[config.mk]
export PLATFORM = sky130hd
export DESIGN_NAME = sgflc_top
export DESIGN_NICKNAME = d
export VERILOG_FILES = /design/src/core/sgflc_pkg.sv /design/src/core/sgflc_cfg_hold.sv /design/src/core/sgflc_top.sv
export SDC_FILE = /design/constraint.sdc
export NUM_CORES = 1
export LEC_CHECK = 0
export ABC_CLOCK_PERIOD_IN_PS = 6600
export BUFFER_PORTS_ARGS = -buffer_cell sky130_fd_sc_hd__buf_2
export CORE_MARGIN = 4
export CORE_UTILIZATION = 47
export DETAILED_ROUTE_END_ITERATION = 8
export PLACE_DENSITY = 0.78
export SYNTH_ARGS = -nofsm -noshare
export SYNTH_HDL_FRONTEND = slang
export SYNTH_SLANG_ARGS = --single-unit
[constraint.sdc]
create_clock -name core_clk -period 6.6 [get_ports core_clk]
set_input_delay 0.66 -clock core_clk [delete_from_list [all_inputs] [get_ports core_clk]]
set_output_delay 0.66 -clock core_clk [all_outputs]
set_load 0.1 [all_outputs]
[src/core/sgflc_pkg.sv]
// Contract
// - Station address, low byte here, is pause source and self-filter key.
// - A 14-bit payload limit resets to 2000; longer frames are truncated.
// - The limit takes values up to 9000 for jumbo use, set by software.
// - A 16-bit tag type resets to 0x9100 for untagged frames and outer tag.
// - Double tagging applies only while its enable, clear at reset, is set.
// - Shaper charges data plus gap and preamble at 1, data only at 0 (default).
// - Policer charges data plus gap and preamble at 1 (default), data only at 0.
// - A master VLAN enable, clear at reset, turns VLAN forwarding on.
// - Invalid-VLAN frames drop when the bit is 1 (default), else go to host.
// - Enabled unknown-VLAN forwarding overrides the drop choice for unknown IDs.
// - Each dynamic entry update writes the 3-bit age count, reset binary 100.
// - Aging time comes from age count and the separate age period.
// - A reserved-multicast lookup enable, clear at reset, gates that table.
// - 2-bit hash select: 00 and 11 direct low 10 bits, 01 CRC, 10 XOR.
`default_nettype none
package sgflc_pkg;
    // ****
    // Register indices, byte address = 4 * index
    // ****
    localparam logic [9:0] IDX_SWITCH_OP = 10'h300;
    localparam logic [9:0] IDX_STATION_BYTE5 = 10'h307;
    localparam logic [9:0] IDX_MAX_PAYLOAD = 10'h308;
    localparam logic [9:0] IDX_PROVIDER_TAG = 10'h30a;
    localparam logic [9:0] IDX_SHAPER_ACCT = 10'h30e;
    localparam logic [9:0] IDX_LOOKUP_CTL0 = 10'h310;
    localparam logic [9:0] IDX_VLAN_AUX = 10'h320;
    localparam logic [9:0] IDX_AGE_PERIOD = 10'h321;

    // ****
    // Reset values
    // ****
    localparam logic [7:0] RST_STATION_BYTE5 = 8'hff;
    localparam logic [15:0] RST_MAX_PAYLOAD = 16'h07d0;
    localparam logic [15:0] RST_PROVIDER_TAG = 16'h9100;
    localparam logic [1:0] RST_SHAPER_ACCT = 2'h1;
    localparam logic [7:0] RST_LOOKUP_CTL0 = 8'h61;
    localparam logic [7:0] RST_SWITCH_OP = 8'h00;
    localparam logic [7:0] RST_VLAN_AUX = 8'h00;
    localparam logic [7:0] RST_AGE_PERIOD = 8'h01;

    // ****
    // Field positions
    // ****
    localparam int unsigned BIT_DOUBLE_TAG = 7;
    localparam int unsigned BIT_SHAPE_ACCT = 1;
    localparam int unsigned BIT_POLICE_ACCT = 0;
    localparam int unsigned BIT_VLAN_EN = 7;
    localparam int unsigned BIT_DROP_INVALID = 6;
    localparam int unsigned AGE_CNT_HI = 5;
    localparam int unsigned AGE_CNT_LO = 3;
    localparam int unsigned BIT_RSVD_MCAST = 2;
    localparam int unsigned HASH_HI = 1;
    localparam int unsigned HASH_LO = 0;
    localparam int unsigned BIT_UNKNOWN_FWD = 0;
    localparam int unsigned LIMIT_W = 14;

    // ****
    // Widths, hashing, framing overhead
    // ****
    localparam int unsigned ADDR_W = 12;
    localparam int unsigned HASH_W = 10;
    localparam int unsigned MAC_W = 48;
    localparam logic [9:0] CRC_POLY = 10'h233;
    localparam logic [14:0] IPG_BYTES = 15'h00c;
    localparam logic [14:0] PREAMBLE_BYTES = 15'h008;
    localparam logic [1:0] RESP_OK = 2'h0;
    localparam logic [1:0] RESP_DECODE_ERR = 2'h3;

    typedef enum logic [1:0] {
        SGFLC_HASH_DIRECT0,
        SGFLC_HASH_CRC,
        SGFLC_HASH_XOR,
        SGFLC_HASH_DIRECT3
    } sgflc_hash_e;
endpackage
`default_nettype wire

[src/core/sgflc_cfg_hold.sv]
`default_nettype none
// ****
// Frame-boundary copy of one setting
// ****
module sgflc_cfg_hold
    import sgflc_pkg::*;
#(
    parameter int unsigned W = 8,
    parameter logic [W-1:0] RST = '0
) (
    // Clock and reset
    input wire logic core_clk,
    input wire logic sys_rst,
    // Load strobe and value
    input wire logic load,
    input wire logic [W-1:0] din,
    output logic [W-1:0] dout
);
    logic [W-1:0] hold_q;
    logic [W-1:0] hold_d;

    // Width sanity
    if (W < 1) begin : g_bad_w
        $error("sgflc_cfg_hold: W must be at least 1");
    end

    // Reload only at frame start, so a frame sees one setting
    always_comb begin
        hold_d = hold_q;
        if (load) begin
            hold_d = din;
        end
    end

    always_ff @(posedge core_clk or posedge sys_rst) begin
        if (sys_rst) begin
            hold_q <= RST;
        end else begin
            hold_q <= hold_d;
        end
    end

    assign dout = hold_q;
endmodule
`default_nettype wire

[src/core/sgflc_top.sv]
// Decided for this implementation: the Avalon-MM slave port.
`default_nettype none
// ****
// Global switch and lookup configuration
// ****
module sgflc_top
    import sgflc_pkg::*;
#(
    parameter int unsigned HIGH_ADDR_W = 40
) (
    // Clock and reset
    input wire logic core_clk,
    input wire logic sys_rst,
    // Avalon-MM slave
    input wire logic [ADDR_W-1:0] avs_address,
    input wire logic avs_read,
    input wire logic avs_write,
    input wire logic [31:0] avs_writedata,
    input wire logic [3:0] avs_byteenable,
    output logic [31:0] avs_readdata,
    output logic avs_waitrequest,
    output logic [1:0] avs_response,
    // Station high bytes
    input wire logic [HIGH_ADDR_W-1:0] station_addr_hi,
    // Frame descriptor
    input wire logic frame_start,
    input wire logic [LIMIT_W-1:0] frame_payload_len,
    input wire logic [LIMIT_W-1:0] frame_bytes,
    input wire logic [MAC_W-1:0] frame_dst_addr,
    input wire logic [MAC_W-1:0] frame_src_addr,
    input wire logic frame_vid_invalid,
    input wire logic frame_vid_unknown,
    // Active settings
    output logic [MAC_W-1:0] station_addr,
    output logic [15:0] provider_outer_tag,
    output logic double_tag_en,
    output logic vlan_enable,
    output logic rsvd_mcast_lookup_en,
    output logic [1:0] table_hash_select,
    output logic [2:0] entry_age_count,
    output logic [10:0] aging_time,
    // Per-frame results
    output logic res_valid,
    output logic res_truncate,
    output logic [LIMIT_W-1:0] res_payload_len,
    output logic [14:0] res_shaper_charge,
    output logic [14:0] res_policer_charge,
    output logic res_drop,
    output logic res_to_host,
    output logic res_unknown_fwd,
    output logic res_self_match,
    output logic [HASH_W-1:0] res_hash_index
);
    // Elaboration check
    if (HIGH_ADDR_W != MAC_W - 8) begin : g_bad_hi
        $error("sgflc_top: HIGH_ADDR_W must be 40");
    end

    // ****
    // Helpers
    // ****
    // Byte-lane merge
    function automatic logic [15:0] merge16(input logic [15:0] old, input logic [31:0] wd,
                                            input logic [3:0] be);
        logic [15:0] r;
        r = old;
        if (be[0]) begin
            r[7:0] = wd[7:0];
        end
        if (be[1]) begin
            r[15:8] = wd[15:8];
        end
        return r;
    endfunction

    // Serial CRC of the DA
    function automatic logic [HASH_W-1:0] crc_hash(input logic [MAC_W-1:0] a);
        logic [HASH_W-1:0] c;
        logic fb;
        c = '1;
        for (int i = MAC_W - 1; i >= 0; i--) begin
            fb = c[HASH_W-1] ^ a[i];
            c = {c[HASH_W-2:0], 1'b0};
            if (fb) begin
                c = c ^ CRC_POLY;
            end
        end
        return c;
    endfunction

    // XOR fold to ten bits
    function automatic logic [HASH_W-1:0] xor_hash(input logic [MAC_W-1:0] a);
        logic [HASH_W*5-1:0] p;
        logic [HASH_W-1:0] x;
        p = {2'b00, a};
        x = '0;
        for (int i = 0; i < 5; i++) begin
            x = x ^ p[i*HASH_W +: HASH_W];
        end
        return x;
    endfunction

    // ****
    // Bus and register state
    // ****
    logic wait_q, wait_d;
    logic [31:0] rdata_q, rdata_d;
    logic [1:0] resp_q, resp_d;
    logic [7:0] mac5_q, mac5_d;
    logic [15:0] mtu_q, mtu_d;
    logic [15:0] tag_q, tag_d;
    logic [1:0] acct_q, acct_d;
    logic [7:0] luc0_q, luc0_d;
    logic dtag_q, dtag_d;
    logic unk_q, unk_d;
    logic [7:0] agep_q, agep_d;
    logic [9:0] idx;
    logic req;
    logic hit;

    assign idx = avs_address[ADDR_W-1:2];
    assign req = avs_read | avs_write;
    assign hit = (avs_address[1:0] == 2'b00) &&
                 (idx == IDX_SWITCH_OP || idx == IDX_STATION_BYTE5 ||
                  idx == IDX_MAX_PAYLOAD || idx == IDX_PROVIDER_TAG ||
                  idx == IDX_SHAPER_ACCT || idx == IDX_LOOKUP_CTL0 ||
                  idx == IDX_VLAN_AUX || idx == IDX_AGE_PERIOD);

    // One wait state, then the answer
    always_comb begin
        wait_d = 1'b1;
        rdata_d = rdata_q;
        resp_d = resp_q;
        mac5_d = mac5_q;
        mtu_d = mtu_q;
        tag_d = tag_q;
        acct_d = acct_q;
        luc0_d = luc0_q;
        dtag_d = dtag_q;
        unk_d = unk_q;
        agep_d = agep_q;
        if (req && wait_q) begin
            wait_d = 1'b0;
            resp_d = hit ? RESP_OK : RESP_DECODE_ERR;
            rdata_d = '0;
            if (avs_read && hit) begin
                case (idx)
                    IDX_SWITCH_OP: rdata_d[BIT_DOUBLE_TAG] = dtag_q;
                    IDX_STATION_BYTE5: rdata_d[7:0] = mac5_q;
                    IDX_MAX_PAYLOAD: rdata_d[15:0] = mtu_q;
                    IDX_PROVIDER_TAG: rdata_d[15:0] = tag_q;
                    IDX_SHAPER_ACCT: rdata_d[1:0] = acct_q;
                    IDX_LOOKUP_CTL0: rdata_d[7:0] = luc0_q;
                    IDX_VLAN_AUX: rdata_d[BIT_UNKNOWN_FWD] = unk_q;
                    IDX_AGE_PERIOD: rdata_d[7:0] = agep_q;
                    default: rdata_d = '0;
                endcase
            end
        end
        // Write lands as the handshake ends
        if (avs_write && !wait_q && hit) begin
            case (idx)
                IDX_SWITCH_OP: begin
                    if (avs_byteenable[0]) begin
                        dtag_d = avs_writedata[BIT_DOUBLE_TAG];
                    end
                end
                IDX_STATION_BYTE5: begin
                    if (avs_byteenable[0]) begin
                        mac5_d = avs_writedata[7:0];
                    end
                end
                IDX_MAX_PAYLOAD: mtu_d = merge16(mtu_q, avs_writedata, avs_byteenable);
                IDX_PROVIDER_TAG: tag_d = merge16(tag_q, avs_writedata, avs_byteenable);
                IDX_SHAPER_ACCT: begin
                    if (avs_byteenable[0]) begin
                        acct_d = avs_writedata[1:0];
                    end
                end
                IDX_LOOKUP_CTL0: begin
                    if (avs_byteenable[0]) begin
                        luc0_d = avs_writedata[7:0];
                    end
                end
                IDX_VLAN_AUX: begin
                    if (avs_byteenable[0]) begin
                        unk_d = avs_writedata[BIT_UNKNOWN_FWD];
                    end
                end
                IDX_AGE_PERIOD: begin
                    if (avs_byteenable[0]) begin
                        agep_d = avs_writedata[7:0];
                    end
                end
                default: unk_d = unk_q;
            endcase
        end
    end

    always_ff @(posedge core_clk or posedge sys_rst) begin
        if (sys_rst) begin
            wait_q <= 1'b1;
            rdata_q <= '0;
            resp_q <= RESP_OK;
            mac5_q <= RST_STATION_BYTE5;
            mtu_q <= RST_MAX_PAYLOAD;
            tag_q <= RST_PROVIDER_TAG;
            acct_q <= RST_SHAPER_ACCT;
            luc0_q <= RST_LOOKUP_CTL0;
            dtag_q <= RST_SWITCH_OP[BIT_DOUBLE_TAG];
            unk_q <= RST_VLAN_AUX[BIT_UNKNOWN_FWD];
            agep_q <= RST_AGE_PERIOD;
        end else begin
            wait_q <= wait_d;
            rdata_q <= rdata_d;
            resp_q <= resp_d;
            mac5_q <= mac5_d;
            mtu_q <= mtu_d;
            tag_q <= tag_d;
            acct_q <= acct_d;
            luc0_q <= luc0_d;
            dtag_q <= dtag_d;
            unk_q <= unk_d;
            agep_q <= agep_d;
        end
    end

    assign avs_waitrequest = wait_q;
    assign avs_readdata = rdata_q;
    assign avs_response = resp_q;

    // ****
    // Active settings, swapped at frame start
    // ****
    logic [7:0] luc_active;
    // frame in flight keeps old copy
    sgflc_cfg_hold #(.W(MAC_W), .RST({40'h0, RST_STATION_BYTE5})) u_hold_mac (
        .core_clk(core_clk),
        .sys_rst(sys_rst),
        .load(frame_start),
        .din({station_addr_hi, mac5_q}),
        .dout(station_addr)
    );
    sgflc_cfg_hold #(.W(16), .RST(RST_PROVIDER_TAG)) u_hold_tag (
        .core_clk(core_clk),
        .sys_rst(sys_rst),
        .load(frame_start),
        .din(tag_q),
        .dout(provider_outer_tag)
    );
    sgflc_cfg_hold #(.W(8), .RST(RST_LOOKUP_CTL0)) u_hold_luc (
        .core_clk(core_clk),
        .sys_rst(sys_rst),
        .load(frame_start),
        .din(luc0_q),
        .dout(luc_active)
    );
    sgflc_cfg_hold #(.W(1), .RST(RST_SWITCH_OP[BIT_DOUBLE_TAG])) u_hold_dtag (
        .core_clk(core_clk),
        .sys_rst(sys_rst),
        .load(frame_start),
        .din(dtag_q),
        .dout(double_tag_en)
    );

    assign vlan_enable = luc_active[BIT_VLAN_EN];
    assign rsvd_mcast_lookup_en = luc_active[BIT_RSVD_MCAST];
    assign table_hash_select = luc_active[HASH_HI:HASH_LO];
    assign entry_age_count = luc_active[AGE_CNT_HI:AGE_CNT_LO];

    // ****
    // Per-frame evaluation
    // ****
    logic rv_q, rv_d;
    logic trunc_q, trunc_d;
    logic [LIMIT_W-1:0] plen_q, plen_d;
    logic [14:0] shp_q, shp_d;
    logic [14:0] pol_q, pol_d;
    logic drop_q, drop_d;
    logic host_q, host_d;
    logic ufwd_q, ufwd_d;
    logic self_q, self_d;
    logic [HASH_W-1:0] hidx_q, hidx_d;
    logic [10:0] age_q, age_d;
    logic [14:0] base;
    logic [LIMIT_W-1:0] limit;
    logic unk_take;

    assign base = {1'b0, frame_bytes};
    assign limit = mtu_q[LIMIT_W-1:0];
    assign unk_take = unk_q && frame_vid_unknown;

    // Settings as of frame start; aging time follows the live registers every cycle
    always_comb begin
        rv_d = frame_start;
        trunc_d = trunc_q;
        plen_d = plen_q;
        shp_d = shp_q;
        pol_d = pol_q;
        drop_d = drop_q;
        host_d = host_q;
        ufwd_d = ufwd_q;
        self_d = self_q;
        hidx_d = hidx_q;
        // aging time from count and period
        age_d = 11'(luc0_q[AGE_CNT_HI:AGE_CNT_LO]) * 11'(agep_q);
        if (frame_start) begin
            trunc_d = frame_payload_len > limit;
            plen_d = trunc_d ? limit : frame_payload_len;
            shp_d = acct_q[BIT_SHAPE_ACCT] ? base + IPG_BYTES + PREAMBLE_BYTES : base;
            pol_d = acct_q[BIT_POLICE_ACCT] ? base + IPG_BYTES + PREAMBLE_BYTES : base;
            ufwd_d = luc0_q[BIT_VLAN_EN] && unk_take;
            drop_d = luc0_q[BIT_VLAN_EN] && frame_vid_invalid && !unk_take &&
                     luc0_q[BIT_DROP_INVALID];
            host_d = luc0_q[BIT_VLAN_EN] && frame_vid_invalid && !unk_take &&
                     !luc0_q[BIT_DROP_INVALID];
            self_d = frame_src_addr == {station_addr_hi, mac5_q};
            case (sgflc_hash_e'(luc0_q[HASH_HI:HASH_LO]))
                SGFLC_HASH_CRC: hidx_d = crc_hash(frame_dst_addr);
                SGFLC_HASH_XOR: hidx_d = xor_hash(frame_dst_addr);
                default: hidx_d = frame_dst_addr[HASH_W-1:0];
            endcase
        end
    end

    always_ff @(posedge core_clk or posedge sys_rst) begin
        if (sys_rst) begin
            rv_q <= 1'b0;
            trunc_q <= 1'b0;
            plen_q <= '0;
            shp_q <= '0;
            pol_q <= '0;
            drop_q <= 1'b0;
            host_q <= 1'b0;
            ufwd_q <= 1'b0;
            self_q <= 1'b0;
            hidx_q <= '0;
            age_q <= '0;
        end else begin
            rv_q <= rv_d;
            trunc_q <= trunc_d;
            plen_q <= plen_d;
            shp_q <= shp_d;
            pol_q <= pol_d;
            drop_q <= drop_d;
            host_q <= host_d;
            ufwd_q <= ufwd_d;
            self_q <= self_d;
            hidx_q <= hidx_d;
            age_q <= age_d;
        end
    end

    assign res_valid = rv_q;
    assign res_truncate = trunc_q;
    assign res_payload_len = plen_q;
    assign res_shaper_charge = shp_q;
    assign res_policer_charge = pol_q;
    assign res_drop = drop_q;
    assign res_to_host = host_q;
    assign res_unknown_fwd = ufwd_q;
    assign res_self_match = self_q;
    assign res_hash_index = hidx_q;
    assign aging_time = age_q;
endmodule
`default_nettype wire

# == Yosys cells after proc, flatten, opt, wreduce, memory -nomap -nowiden ==
# Index checks and enable logic that the tools add are counted.
# word_totals
regBits,239
input_bits,219
wordCells,328
# classes
n_addsub,2
multipliers,1
n_lt_le_gt_ge,1
eq_ne,11
mux,154
bitwise,99
n_reduce_logical,32
# ops
operator,count
$mux 10,142
$not 5->5,47
$eq 10x10->1 const B,8
$eq 48x48->1,1
$xor 1x1->1,47
$mux 15,2
$reduce_and 3->1,10
$xor 10x10->10,3
$pmux 5 s5,1
$pmux 10 s2,1
$mux 16,1
$pmux 8 s2,1
$add 14x4->15 const B,1
$add 15x4->15 const B,1
$gt 14x14->1,1
$mux 14,1
$pmux 1 s6,2
$logic_and 1x1->1,11
$mul 3x8->11,1
$xor 10x8->10,1
$logic_or 1x1->1,7
$pmux 1 s7,1
$logic_not 1->1,3
$eq 2x1->1 const B,1
5 further kinds,5

# == Longest topological paths before layout ==
# Gate-level depths: netlist (run 1).
# depth
ltp_word,190
ltp_mapped,14
depth_no_buf,13

# == Cells and area by module ==
# A second synthesis (run 1) with hierarchy kept.
# hier_totals
cells_unflattened,1121
hier_area_um2,12592.1
# by_module_without_submodules
module,n_inst,cells_each,area_each_um2
sgflc_top,1,963,9678.0
sgflc_cfg_hold (u_hold_mac),1,102,1874.3
sgflc_cfg_hold (u_hold_tag),1,35,656.9
sgflc_cfg_hold (u_hold_luc),1,18,339.1
sgflc_cfg_hold (u_hold_dtag),1,3,43.8

# == Least setup slack after synthesis (run 1) ==
# OpenSTA, ideal clock, no wires.
# synth_path
path_kind,in2reg
from,in frame_dst_addr[39]
to,reg hidx_q[9] (netlist: res_hash_index[9])
arrival_time_ns,3.465
required_ns,6.474
setup_slack_ns,3.009
stages,10
path_buffers,1
cell_sequence,buf_4 > xnor3_1 > xnor3_2 > xnor3_1 > xor3_1 > xnor2_1 > xnor3_1 > xnor2_2 > a221oi_1 > nor2_1
# synth_via
elab_chain_cells,159
elab_cells_between_ends,200
cone_classes,119 x mux; 81 x bitwise
# synth_lines
element,line_no,rtl
start: declaration,sgflc_top.sv:29,"input wire logic [MAC_W-1:0] frame_dst_addr,"
$xor 1x1->1,sgflc_top.sv:82,fb = c[HASH_W-1] ^ a[i];
$mux 10,sgflc_top.sv:84,if (fb) begin
$mux 10,sgflc_top.sv:318,case (sgflc_hash_e'(luc0_q[HASH_HI:HASH_LO]))
$mux 10,sgflc_top.sv:307,if (frame_start) begin
$xor 1x1->1,sgflc_top.sv:82,
$mux 10,sgflc_top.sv:84,
$mux 10,sgflc_top.sv:318,
$mux 10,sgflc_top.sv:307,
[... 143 more ...],--,
$mux 10,sgflc_top.sv:307,
$xor 1x1->1,sgflc_top.sv:82,
$mux 10,sgflc_top.sv:84,
$mux 10,sgflc_top.sv:318,
$mux 10,sgflc_top.sv:307,
$xor 1x1->1,sgflc_top.sv:82,
$mux 10,sgflc_top.sv:84,
$pmux 10 s2 *,sgflc_top.sv:318,
end signal: assignment,sgflc_top.sv:349,hidx_q <= hidx_d;
end: declaration,sgflc_top.sv:283,"logic [HASH_W-1:0] hidx_q, hidx_d;"
# Every way passes the cells marked *; elsewhere a longest branch is shown, timed or not. The select of a mux whose other input is x is not followed.
# A chain may end at the register's enable or synchronous reset.

# == Worst setup path after layout (run 1) ==
# layout_path
from,in avs_address[3]
to,reg mtu_q[6]
# layout_via
elab_chain_cells,11
elab_cells_between_ends,18
cone_classes,8 x eq/ne; 10 x reduce/logical
# layout_lines
element,line_no,rtl
start: declaration,sgflc_top.sv:15,"input wire logic [ADDR_W-1:0] avs_address,"
$eq 10x10->1,sgflc_top.sv:124,(idx == IDX_SWITCH_OP || idx == IDX_STATION_BYTE5 ||
$logic_or 1x1->1 (2 in series),sgflc_top.sv:124,
$logic_or 1x1->1 (2 in series),sgflc_top.sv:125,idx == IDX_MAX_PAYLOAD || idx == IDX_PROVIDER_TAG ||
$logic_or 1x1->1 (2 in series),sgflc_top.sv:126,idx == IDX_SHAPER_ACCT || idx == IDX_LOOKUP_CTL0 ||
$logic_or 1x1->1,sgflc_top.sv:127,idx == IDX_VLAN_AUX || idx == IDX_AGE_PERIOD);
$logic_and 1x1->1,sgflc_top.sv:123,assign hit = (avs_address[1:0] == 2'b00) &&
$logic_and 1x1->1,sgflc_top.sv:161,if (avs_write && !wait_q && hit) begin
$reduce_and 3->1 (no line) *,--,
end signal: assignment,sgflc_top.sv:218,mtu_q <= mtu_d;
end: declaration,sgflc_top.sv:110,"logic [15:0] mtu_q, mtu_d;"
# Every way passes the cells marked *; elsewhere a longest branch is shown, timed or not.

==> flow_summary.json, run 1 <==
{
  "die_area_mm2": 0.0286,
  "synth.distinct_cells": 51,
  "grt_start_max_net_pins": 145,
  "ios": 397,
  "r2r-start": "mtu_q[7]$_DFFE_PP1P_",
  "p_total_mw": 4.74,
  "die_w_um": 169,
  "clock-sinks": 219,
  "hold_slack_ns": 0.342,
  "post-dp-hpwl_um": 27400,
  "antenna_found_initial": 9,
  "ys_ff_latch": 219,
  "synthArstFlopShare_pct": 100,
  "drc_errors": 0,
  "synthCells": 1096,
  "synth_edf_count": 0,
  "clock.fmax_mhz": 254,
  "finalHoldViolations": 0,
  "tritoncts": "built",
  "syn_area_mm2": 0.0122,
  "p_leak_nw": 7.55,
  "cts.repair.resized": 0,
  "synth_most_common_cell": "dfrtp_1",
  "syn_area_per_cell_um2": 11.1,
  "drive_gt1_share_pct": 39.9,
  "crit_family": "simple AND/OR/NAND/NOR gates",
  "critPathArrivalTime_ns": 4.39,
  "vias": 9696,
  "worstSetupEndpointType": "register",
  "maxCapViolCount": 0,
  "yosys_warnings": 0,
  "reg2reg_depth": 12,
  "period_share_pct": 59.6,
  "die_h_um": 169,
  "p_per_area_mw_per_mm2": 310,
  "initial_utilization_pct": 48.1,
  "ys_top_cells_by_area": "dfrtp_1 38%, mux2_2 12%, xnor2_1 8.8%",
  "setup_violations": 0,
  "wl_per_cell_um": 19.8,
  "max_stage_delay_ns": 0.86,
  "routed_wl_um": 35600,
  "drtPass1Iterations": 7,
  "critPathRequiredTime_ns": 7.05,
  "critical_path.startpoint_type": "input pin",
  "cp_max_fo": 30,
  "htreeDepth": 1,
  "gr-usage-all-layers_pct": 24.1,
  "r2r_end": "res_truncate$_DFFE_PP0P_",
  "ir_worst_vdd_mv": 0.253,
  "grt_pass1_wl_um": 55500,
  "syn2layout_area_growth_pct": 25.0,
  "nFillCells": 2141,
  "relSlewSlack_pct": 32.2,
  "setup_slack_ns": 2.67,
  "via_per_inst": 5.40,
  "ys_seq_area_share_pct": 45.3,
  "ant_nets": 0,
  "min_period_ns": 3.93,
  "cts_setup_buffers": 0,
  "clk_pin_slew_worst_paths_ns": 0.06,
  "hold_buffers": 0,
  "rrSetupSlack_ns": 3.31,
  "layout.nets": 1695,
  "yosys-top-cells-count": "183 x dfrtp_1, 125 x mux2_2, 122 x xnor2_1",
  "synth_ff_type": "dfrtp_1",
  "fin_worst_skew_ns": 0.0179,
  "pre_cts_ws_ns": 2.22,
  "rsz0062_at_grt": "false",
  "core_mm2": 0.0254,
  "worst_pin_slew_ns": 1.02,
  "gp_congestion": 0.892,
  "status": "finished clean",
  "clockBufferDepth": 3,
  "holdCritPathClass": "in -> async",
  "worst_path_max_delay_cell": "nor3b_1",
  "synth.largest_area_cell": "dfrtp_1",
  "synth_top_area_share_pct": 37.5,
  "clk_latency_ns": 0.53,
  "cts_buffers": 26,
  "grt_pass1_vias": 10200,
  "critPathKind": "in -> reg",
  "rows": 58,
  "slew_viol_final": 0,
  "port_buffers": 362,
  "drt_iter0_drc": 778,
  "root_buffer": "clkbuf_16",
  "setup_tns_ns": 0,
  "crit_chain": "buf_2, nor4bb_1, nor3b_1, and3_1, a211oi_1, nand2_1, nand4_1, nor3b_1, buf_4, nand2_1, o21ai_0",
  "crit_buf_inv": 2,
  "overflow": 0
}
-- cells by family (layout without fill, tap and decap cells) --
family / count (synthesis) / after routing / share of synthesized area [%]
and+or+nand+nor: 229 / 229 / 8.89
DFF: 219 / 219 / 45.3
xor gates and xnor gates: 200 / 200 / 17.2
AOI/OAI and AO/OA: 163 / 163 / 8.20
muxes: 135 / 135 / 12.3
buffers and inverters: 115 / 466 / 4.19
adders and majority gates: 34 / 34 / 3.91
other: 1 / 21 / 0.0307
-- where the power goes --
group	internal (mW)	total, mW	switching, mW
registers	1.40	1.43	0.0312
logic	0.650	1.67	1.02
clock network	1.04	1.63	0.589
total	3.09	4.74	1.64
-- per-stage QoR --
| step | util, % | cells | instance area (um^2) |
|---|---|---|---|
| floorplan | - | 1111 | 12300 |
| global placement | 56.1 | 1744 | 14200 |
| detailed placement | 56.1 | 1744 | 14200 |
| CTS | 60.0 | 1792 | 15200 |
| global route | 60.1 | 1797 | 15300 |
| finish | 60.1 | 1797 | 15300 |
-- cell usage in the layout (no fill, tap or decap), types with 6 or more instances in the layout --
| cell | netlist | layout |
|---|---|---|
| buf_4 | 21 | 9 |
| mux2i_1 | 10 | 10 |
| inv_1 | 47 | 46 |
| nor3_1 | 6 | 6 |
| and2_1 | 12 | 12 |
| nand2_1 | 91 | 91 |
| o21ai_0 | 60 | 60 |
| a31oi_1 | 14 | 14 |
| dfrtp_1 | 183 | 183 |
| mux2_2 | 125 | 125 |
| xnor3_1 | 19 | 19 |
| clkbuf_8 | 0 | 11 |
| a222oi_1 | 8 | 8 |
| o22ai_1 | 7 | 7 |
| nor2_1 | 49 | 49 |
| xor2_1 | 53 | 53 |
| buf_2 | 1 | 361 |
| a21oi_1 | 30 | 30 |
| a21o_1 | 10 | 10 |
| conb_1 | 1 | 16 |
| dfstp_2 | 36 | 36 |
| or3_1 | 13 | 13 |
| nand3_1 | 6 | 6 |
| xnor2_1 | 122 | 122 |
| fa_1 | 7 | 7 |
| clkbuf_16 | 0 | 26 |
| a22o_1 | 8 | 8 |
| ha_1 | 27 | 27 |
| and3_1 | 10 | 10 |
| nand4_1 | 21 | 21 |
| a22oi_1 | 9 | 9 |
-- area by class of cell --
| class | instances | area (um^2) | area share [%] |
|---|---|---|---|
| Antenna cell | 5 | 12.5 | 0.0820 |
| Tap cell | 330 | 413 | 2.71 |
| Inverter | 47 | 184 | 1.21 |
| Multi-Input combinational cell | 777 | 6240 | 40.9 |
| Clock inverter | 8 | 184 | 1.21 |
| Clock buffer | 40 | 813 | 5.33 |
| Timing Repair Buffer | 371 | 1890 | 12.4 |
| Sequential cell | 219 | 5530 | 36.2 |
-- routing by layer --
layer  routed length [um]  up-vias  global-route usage, %
met5                   48        -                      0
met3                 2770       72                   5.50
met1                14600     4767                   31.2
li1                     -     4442                      -
met4                  775        8                   6.34
met2                17400      407                   41.2
-- worst reg2reg max path, stage by stage (launching register included) --
cell	delay, ns
dfstp_2	0.51
inv_1	0.09
ha_1	0.31
a21o_1	0.16
a21o_1	0.17
a21o_1	0.16
a21o_1	0.17
a21o_1	0.17
a21o_1	0.18
a211oi_2	0.62
buf_4	0.32
nor2_1	0.06
mux2_2	0.25
-- sequential cells by signal, indices dropped and copies added, names as in the netlist, 2 cells and up --
signal	cells
acct_q	2
agep_q	8
aging_time	11
avs_readdata	16
luc0_q	8
mac5_q	8
mtu_q	16
res_hash_index	10
res_payload_len	14
res_policer_charge	13
res_shaper_charge	15
tag_q	16
u_hold_luc.dout	7
u_hold_mac.dout	48
u_hold_tag.dout	16
-- worst max-delay path by stage --
stage / start / end / slack (ns) / depth (start not counted)
2_1_floorplan: sys_rst / acct_q[1]$_DFFE_PP0P_ / 0.007 / 1
5_1_grt: avs_address[3] / mtu_q[6]$_DFFE_PP1P_ / 2.36 / 11
4_1_cts: avs_address[3] / mtu_q[6]$_DFFE_PP1P_ / 2.78 / 11
3_3_place_gp: avs_address[3] / mtu_q[6]$_DFFE_PP1P_ / 2.37 / 11
3_5_place_dp: avs_address[3] / mtu_q[6]$_DFFE_PP1P_ / 2.22 / 11
6_report: avs_address[3] / mtu_q[6]$_DFFE_PP1P_ / 2.67 / 11
Note: power is estimated with default switching activity, not from simulation.
==> run 2, diff against run 1 <==
ABC_AREA = 1   (was unset)
ABC_CLOCK_PERIOD_IN_PS = 3650   (was 6600)
CORE_UTILIZATION = 51   (was 47)
PLACE_DENSITY = 0.79   (was 0.78)
clock period = 3.65 ns   (was 6.6 ns; I/O delays follow)
==> flow_summary.json, run 2 <==
{
  "fin_worst_skew_ns": 0.0238,
  "multi_input_area_mm2": 0.00727,
  "syn2layout_area_growth_pct": 21.2,
  "ys_seq_area_share_pct": 39.8,
  "synth.distinct_cells": 54,
  "synth_ff_type": "dfrtp_1",
  "clk_latency_ns": 0.54,
  "tritoncts": "built",
  "die_h_um": 173,
  "core_mm2": 0.0269,
  "layout_commonest_cell": "nand2_1",
  "nFillCells": 2436,
  "antenna_found_initial": 4,
  "worst_path_max_delay_cell": "xor2_2",
  "crit_buf_inv": 4,
  "synthArstFlopShare_pct": 100,
  "holdCritPathClass": "in -> async",
  "setup_tns_ns": 0,
  "rsz0062_at_grt": "false",
  "status": "finished clean",
  "vias": 13500,
  "cp_max_fo": 6,
  "syn_area_per_cell_um2": 7.54,
  "overflow": 0,
  "setup_violations": 0,
  "yosys_warnings": 0,
  "p_per_area_mw_per_mm2": 498,
  "relSlewSlack_pct": 27.5,
  "cts_setup_buffers": 0,
  "via_per_inst": 5.28,
  "root_buffer": "clkbuf_16",
  "critical_path.startpoint_type": "input pin",
  "slew_viol_final": 0,
  "p_total_mw": 8.37,
  "grt_pass1_wl_um": 69200,
  "maxCapViolCount": 0,
  "ant_nets": 0,
  "rrSetupSlack_ns": 0.73,
  "yosys-top-cells-count": "650 x nand2_1, 183 x dfrtp_1, 179 x inv_1",
  "drc_errors": 0,
  "cts.repair.resized": 0,
  "clock-sinks": 219,
  "gr-usage-all-layers_pct": 28.7,
  "period_share_pct": 84.5,
  "syn_area_mm2": 0.0139,
  "rows": 60,
  "clk_pin_slew_worst_paths_ns": 0.07,
  "critPathArrivalTime_ns": 3.51,
  "finalHoldViolations": 0,
  "hold_buffers": 0,
  "synth_most_common_cell": "nand2_1",
  "cts_buffers": 25,
  "gp_congestion": 0.972,
  "synth_top_area_share_pct": 33.0,
  "synth_edf_count": 0,
  "drt_iter0_drc": 1157,
  "max_stage_delay_ns": 0.28,
  "largest_register_ffs": 48,
  "die_area_mm2": 0.0299,
  "htreeDepth": 1,
  "critPathRequiredTime_ns": 4.07,
  "ios": 397,
  "port_buffers": 362,
  "ys_top_cells_by_area": "dfrtp_1 33%, nand2_1 18%, dfstp_2 6.8%",
  "crit_family": "simple AND/OR/NAND/NOR gates",
  "drtPass1Iterations": 5,
  "critPathKind": "in -> reg",
  "drive_gt1_share_pct": 26.4,
  "worstSetupEndpointType": "register",
  "cpMostUsedCell": "nand2_2",
  "routed_wl_um": 44900,
  "synth.largest_area_cell": "dfrtp_1",
  "p_leak_nw": 9.12,
  "clock.fmax_mhz": 324,
  "grt_pass1_vias": 12600,
  "ys_ff_latch": 219,
  "clockBufferDepth": 3,
  "layout_common_cells": "650 x nand2_1, 361 x buf_2, 183 x dfrtp_1",
  "seqCellArea_mm2": 0.00553,
  "synthCells": 1840,
  "wl_per_cell_um": 17.6,
  "min_period_ns": 3.08,
  "layout.nets": 2440,
  "grt_start_max_net_pins": 146,
  "worst_pin_slew_ns": 1.09,
  "die_w_um": 173,
  "post-dp-hpwl_um": 35000,
  "ir_worst_vdd_mv": 0.374,
  "initial_utilization_pct": 51.6
}
-- run 2: report_power, final --
group          switching (mW)  leakage, nW  internal (mW)
clock                    1.07        0.430           1.57
combinational            2.32         5.92          0.829
sequential             0.0600         2.76           2.53
-- run 2: routing by layer --
| metal | vias up | track usage [%] | share of wire, % |
|---|---|---|---|
| met5 | - | 0 | 0 |
| met4 | 0 | 8.78 | 2.7 |
| met3 | 68 | 4.79 | 7.2 |
| met2 | 544 | 47.0 | 47 |
| met1 | 6339 | 39.4 | 43 |
| li1 | 6511 | - | - |
-- run 2: metrics by stage --
stage	std cells	instance area (um^2)	util, %	hold slack [ns]	setup WS, ns
floorplan	1855	13900	-	0.396	0.460
global placement	2501	15900	59.3	0.449	0.165
detailed placement	2501	15900	59.3	0.453	0.0705
CTS	2547	16800	62.5	0.0305	0.607
global route	2551	16800	62.6	0.0410	0.164
finish	2552	16800	62.6	0.0280	0.567
-- run 2: worst reg2reg max path, delay by kind of cell (launching register included) --
family	cells	cell delay, ns
compound gates	4	0.64
xor+xnor	1	0.15
simple gates	4	0.37
flops	1	0.64
buf+inv	3	0.18
fa+ha+maj	2	0.88
-- run 2: final timing paths --
kind,startpoint,to,cells after the start
min in group core_clk,frame_bytes[1],res_shaper_charge[1]$_DFFE_PP0P_,3
hold reg to reg,u_hold_mac.dout[5]$_DFFE_PP1P_,u_hold_mac.dout[5]$_DFFE_PP1P_,2
setup / recovery,frame_dst_addr[43],res_hash_index[4]$_DFFE_PP0P_,30
max in group asynchronous,sys_rst,u_hold_tag.dout[6]$_DFFE_PP0P_,3
hold / removal,sys_rst,u_hold_tag.dout[11]$_DFFE_PP0P_,3
setup reg to reg,luc0_q[5]$_DFFE_PP1P_,aging_time[9]$_DFF_PP0_,14
-- run 2: kinds of logic (layout without fill, tap and decap cells) --
logic type               count (synthesis)  count (layout)  share of synthesized area (%)
AO/OA/AOI/OAI                          256             256                           10.4
XOR/XNOR                               115             115                           7.91
adder cells (fa/ha/maj)                 34              34                           3.44
buffers and inverters                  272             623                           8.19
flip-flops                             219             219                           39.8
other                                    1              21                         0.0270
AND/OR/NAND/NOR                        943             943                           30.3
-- run 2: cell type report --
| class | instances | share of cell area (%) |
|---|---|---|
| diodes | 5 | 0.0744 |
| flip-flops and latches | 219 | 32.9 |
| well taps | 341 | 2.54 |
| repair buffers | 378 | 11.7 |
| clock buffers | 33 | 4.14 |
| multi-input cells | 1364 | 43.3 |
| clock inverters | 13 | 0.990 |
| inverters | 199 | 4.49 |
==> run 3, diff against run 2 <==
ABC_CLOCK_PERIOD_IN_PS = 2540   (was 3650)
CORE_UTILIZATION = 48   (was 51)
PLACE_DENSITY = 0.78   (was 0.79)
clock period = 2.54 ns   (was 3.65 ns; I/O delays follow)
==> flow_summary.json, run 3 (same netlist as run 2, synthesis figures left out) <==
{
  "status": "complete, but fails checks",
  "violations": "setup timing",
  "die_area_mm2": 0.0317,
  "critPathArrivalTime_ns": 3.45,
  "relSlewSlack_pct": 52.6,
  "die_w_um": 178,
  "critPathRequiredTime_ns": 3.01,
  "gr-usage-all-layers_pct": 30.6,
  "syn2layout_area_growth_pct": 44.7,
  "cp_max_fo": 4,
  "routed_wl_um": 52200,
  "critPathKind": "in -> reg",
  "initial_utilization_pct": 49.3,
  "cts_buffers": 25,
  "largest_register_ffs": 48,
  "tritoncts": "built",
  "slew_viol_final": 0,
  "drc_errors": 0,
  "cpMostUsedCell": "nand2_2",
  "maxCapViolCount": 0,
  "crit_family": "simple AND/OR/NAND/NOR gates",
  "via_per_inst": 5.44,
  "layout.nets": 2658,
  "p_leak_nw": 10.5,
  "setup_violations": 12,
  "fin_worst_skew_ns": 0.0123,
  "drt_iter0_drc": 1377,
  "drive_gt1_share_pct": 39.3,
  "grt_pass1_vias": 14700,
  "rsz0062_at_grt": "true",
  "holdCritPathClass": "in -> reg",
  "overflow": 0,
  "rows": 61,
  "crit_buf_inv": 7,
  "post-route-util_pct": 71.3,
  "worst_path_max_delay_cell": "buf_4",
  "ir_worst_vdd_mv": 0.574,
  "layout_common_cells": "545 x nand2_1, 349 x buf_2, 181 x dfrtp_1",
  "gp_congestion": 0.939,
  "wl_per_cell_um": 18.6,
  "htreeDepth": 1,
  "grt_start_max_net_pins": 71,
  "ant_nets": 0,
  "drtPass1Iterations": 7,
  "post-dp-hpwl_um": 37100,
  "clock-sinks": 219,
  "critical_path.startpoint_type": "input pin",
  "port_buffers": 362,
  "layout_commonest_cell": "nand2_1",
  "root_buffer": "clkbuf_16",
  "p_total_mw": 14.0,
  "setup_slack_ns": -0.444,
  "antenna_found_initial": 2,
  "finalHoldViolations": 0,
  "grt_pass1_wl_um": 77900,
  "max_stage_delay_ns": 0.18,
  "clk_latency_ns": 0.54,
  "die_h_um": 178,
  "p_per_area_mw_per_mm2": 699,
  "worst_pin_slew_ns": 0.706,
  "min_period_ns": 2.98,
  "core_mm2": 0.0282,
  "vias": 15300,
  "period_share_pct": 117,
  "clock.fmax_mhz": 335,
  "ios": 397,
  "worstSetupEndpointType": "register",
  "clk_pin_slew_worst_paths_ns": 0.06,
  "clockBufferDepth": 3
}
==> run 3: timing repair <==
item / 4_1_cts / 5_1_grt
hold buffers: 53 / 0
buffers inserted: 28 / 19
cloned: 0 / 0
pin swaps: 91 / 105
endpoints found under the hold margin: 97 / 0
gates resized for setup: 219 / 131
endpoints found under the setup margin: 10 / 44
==> run 3: worst min-delay path: cells and delay by family <==
kind	cells	cell delay [ns]
AND/OR/NAND/NOR	1	0.10
buffers and inverters	1	0.10
AO/OA/AOI/OAI	1	0.07
==> run 3: final cells by class <==
class                           count  area (um^2)
Multi-Input combinational cell   1364         8440
Clock inverter                     12          144
Timing Repair Buffer              596         3990
Inverter                          199          827
Sequential cell                   219         5530
Fill cell                        2065         8080
Tap cell                          378          473
Clock buffer                       34          669
Antenna cell                        2         5.00
==> run 3: final timing paths <==
kind | slack [ns] | cells past startpoint | end | startpoint
max | -0.44 | 37 | res_hash_index[9]$_DFFE_PP0P_ | frame_dst_addr[34]
min | 0.03 | 3 | res_drop$_DFFE_PP0P_ | frame_vid_invalid
max reg2reg | -0.11 | 14 | aging_time[9]$_DFF_PP0_ | luc0_q[5]$_DFFE_PP1P_
min reg2reg | 0.46 | 2 | u_hold_tag.dout[15]$_DFFE_PP1P_ | u_hold_tag.dout[15]$_DFFE_PP1P_
max in group asynchronous | 1.64 | 4 | luc0_q[6]$_DFFE_PP1P_ | sys_rst
min in group asynchronous | 0.21 | 3 | res_payload_len[5]$_DFFE_PP0P_ | sys_rst
==> run 3: through the flow <==
stage	setup WS, ns	TNS [ns]	area, um^2	hold slack (ns)	instances
global route	-0.591	-4.20	20100	0.0471	2804
floorplan	-0.539	-99.71	14000	0.285	1855
finish	-0.444	-2.27	20100	0.0277	2804
detailed placement	-0.860	-14.94	17100	0.223	2663
global placement	-0.816	-10.90	17100	0.227	2663
CTS	-0.124	-0.371	19400	0.0109	2788
==> run 3: where the power goes <==
group / internal (mW) / switching (mW) / total, mW
Clock: 2.08 / 1.56 / 3.64
Sequential: 3.63 / 0.0943 / 3.72
Combinational: 2.24 / 4.42 / 6.67
==> run 3: routing by layer <==
layer | part of all wire, % | vias up | GRT usage, %
met4 | 5.0 | 0 | 11.1
met5 | 0 | - | 0
li1 | - | 6969 | -
met1 | 38 | 7265 | 40.5
met2 | 48 | 828 | 50.8
met3 | 8.2 | 201 | 5.26
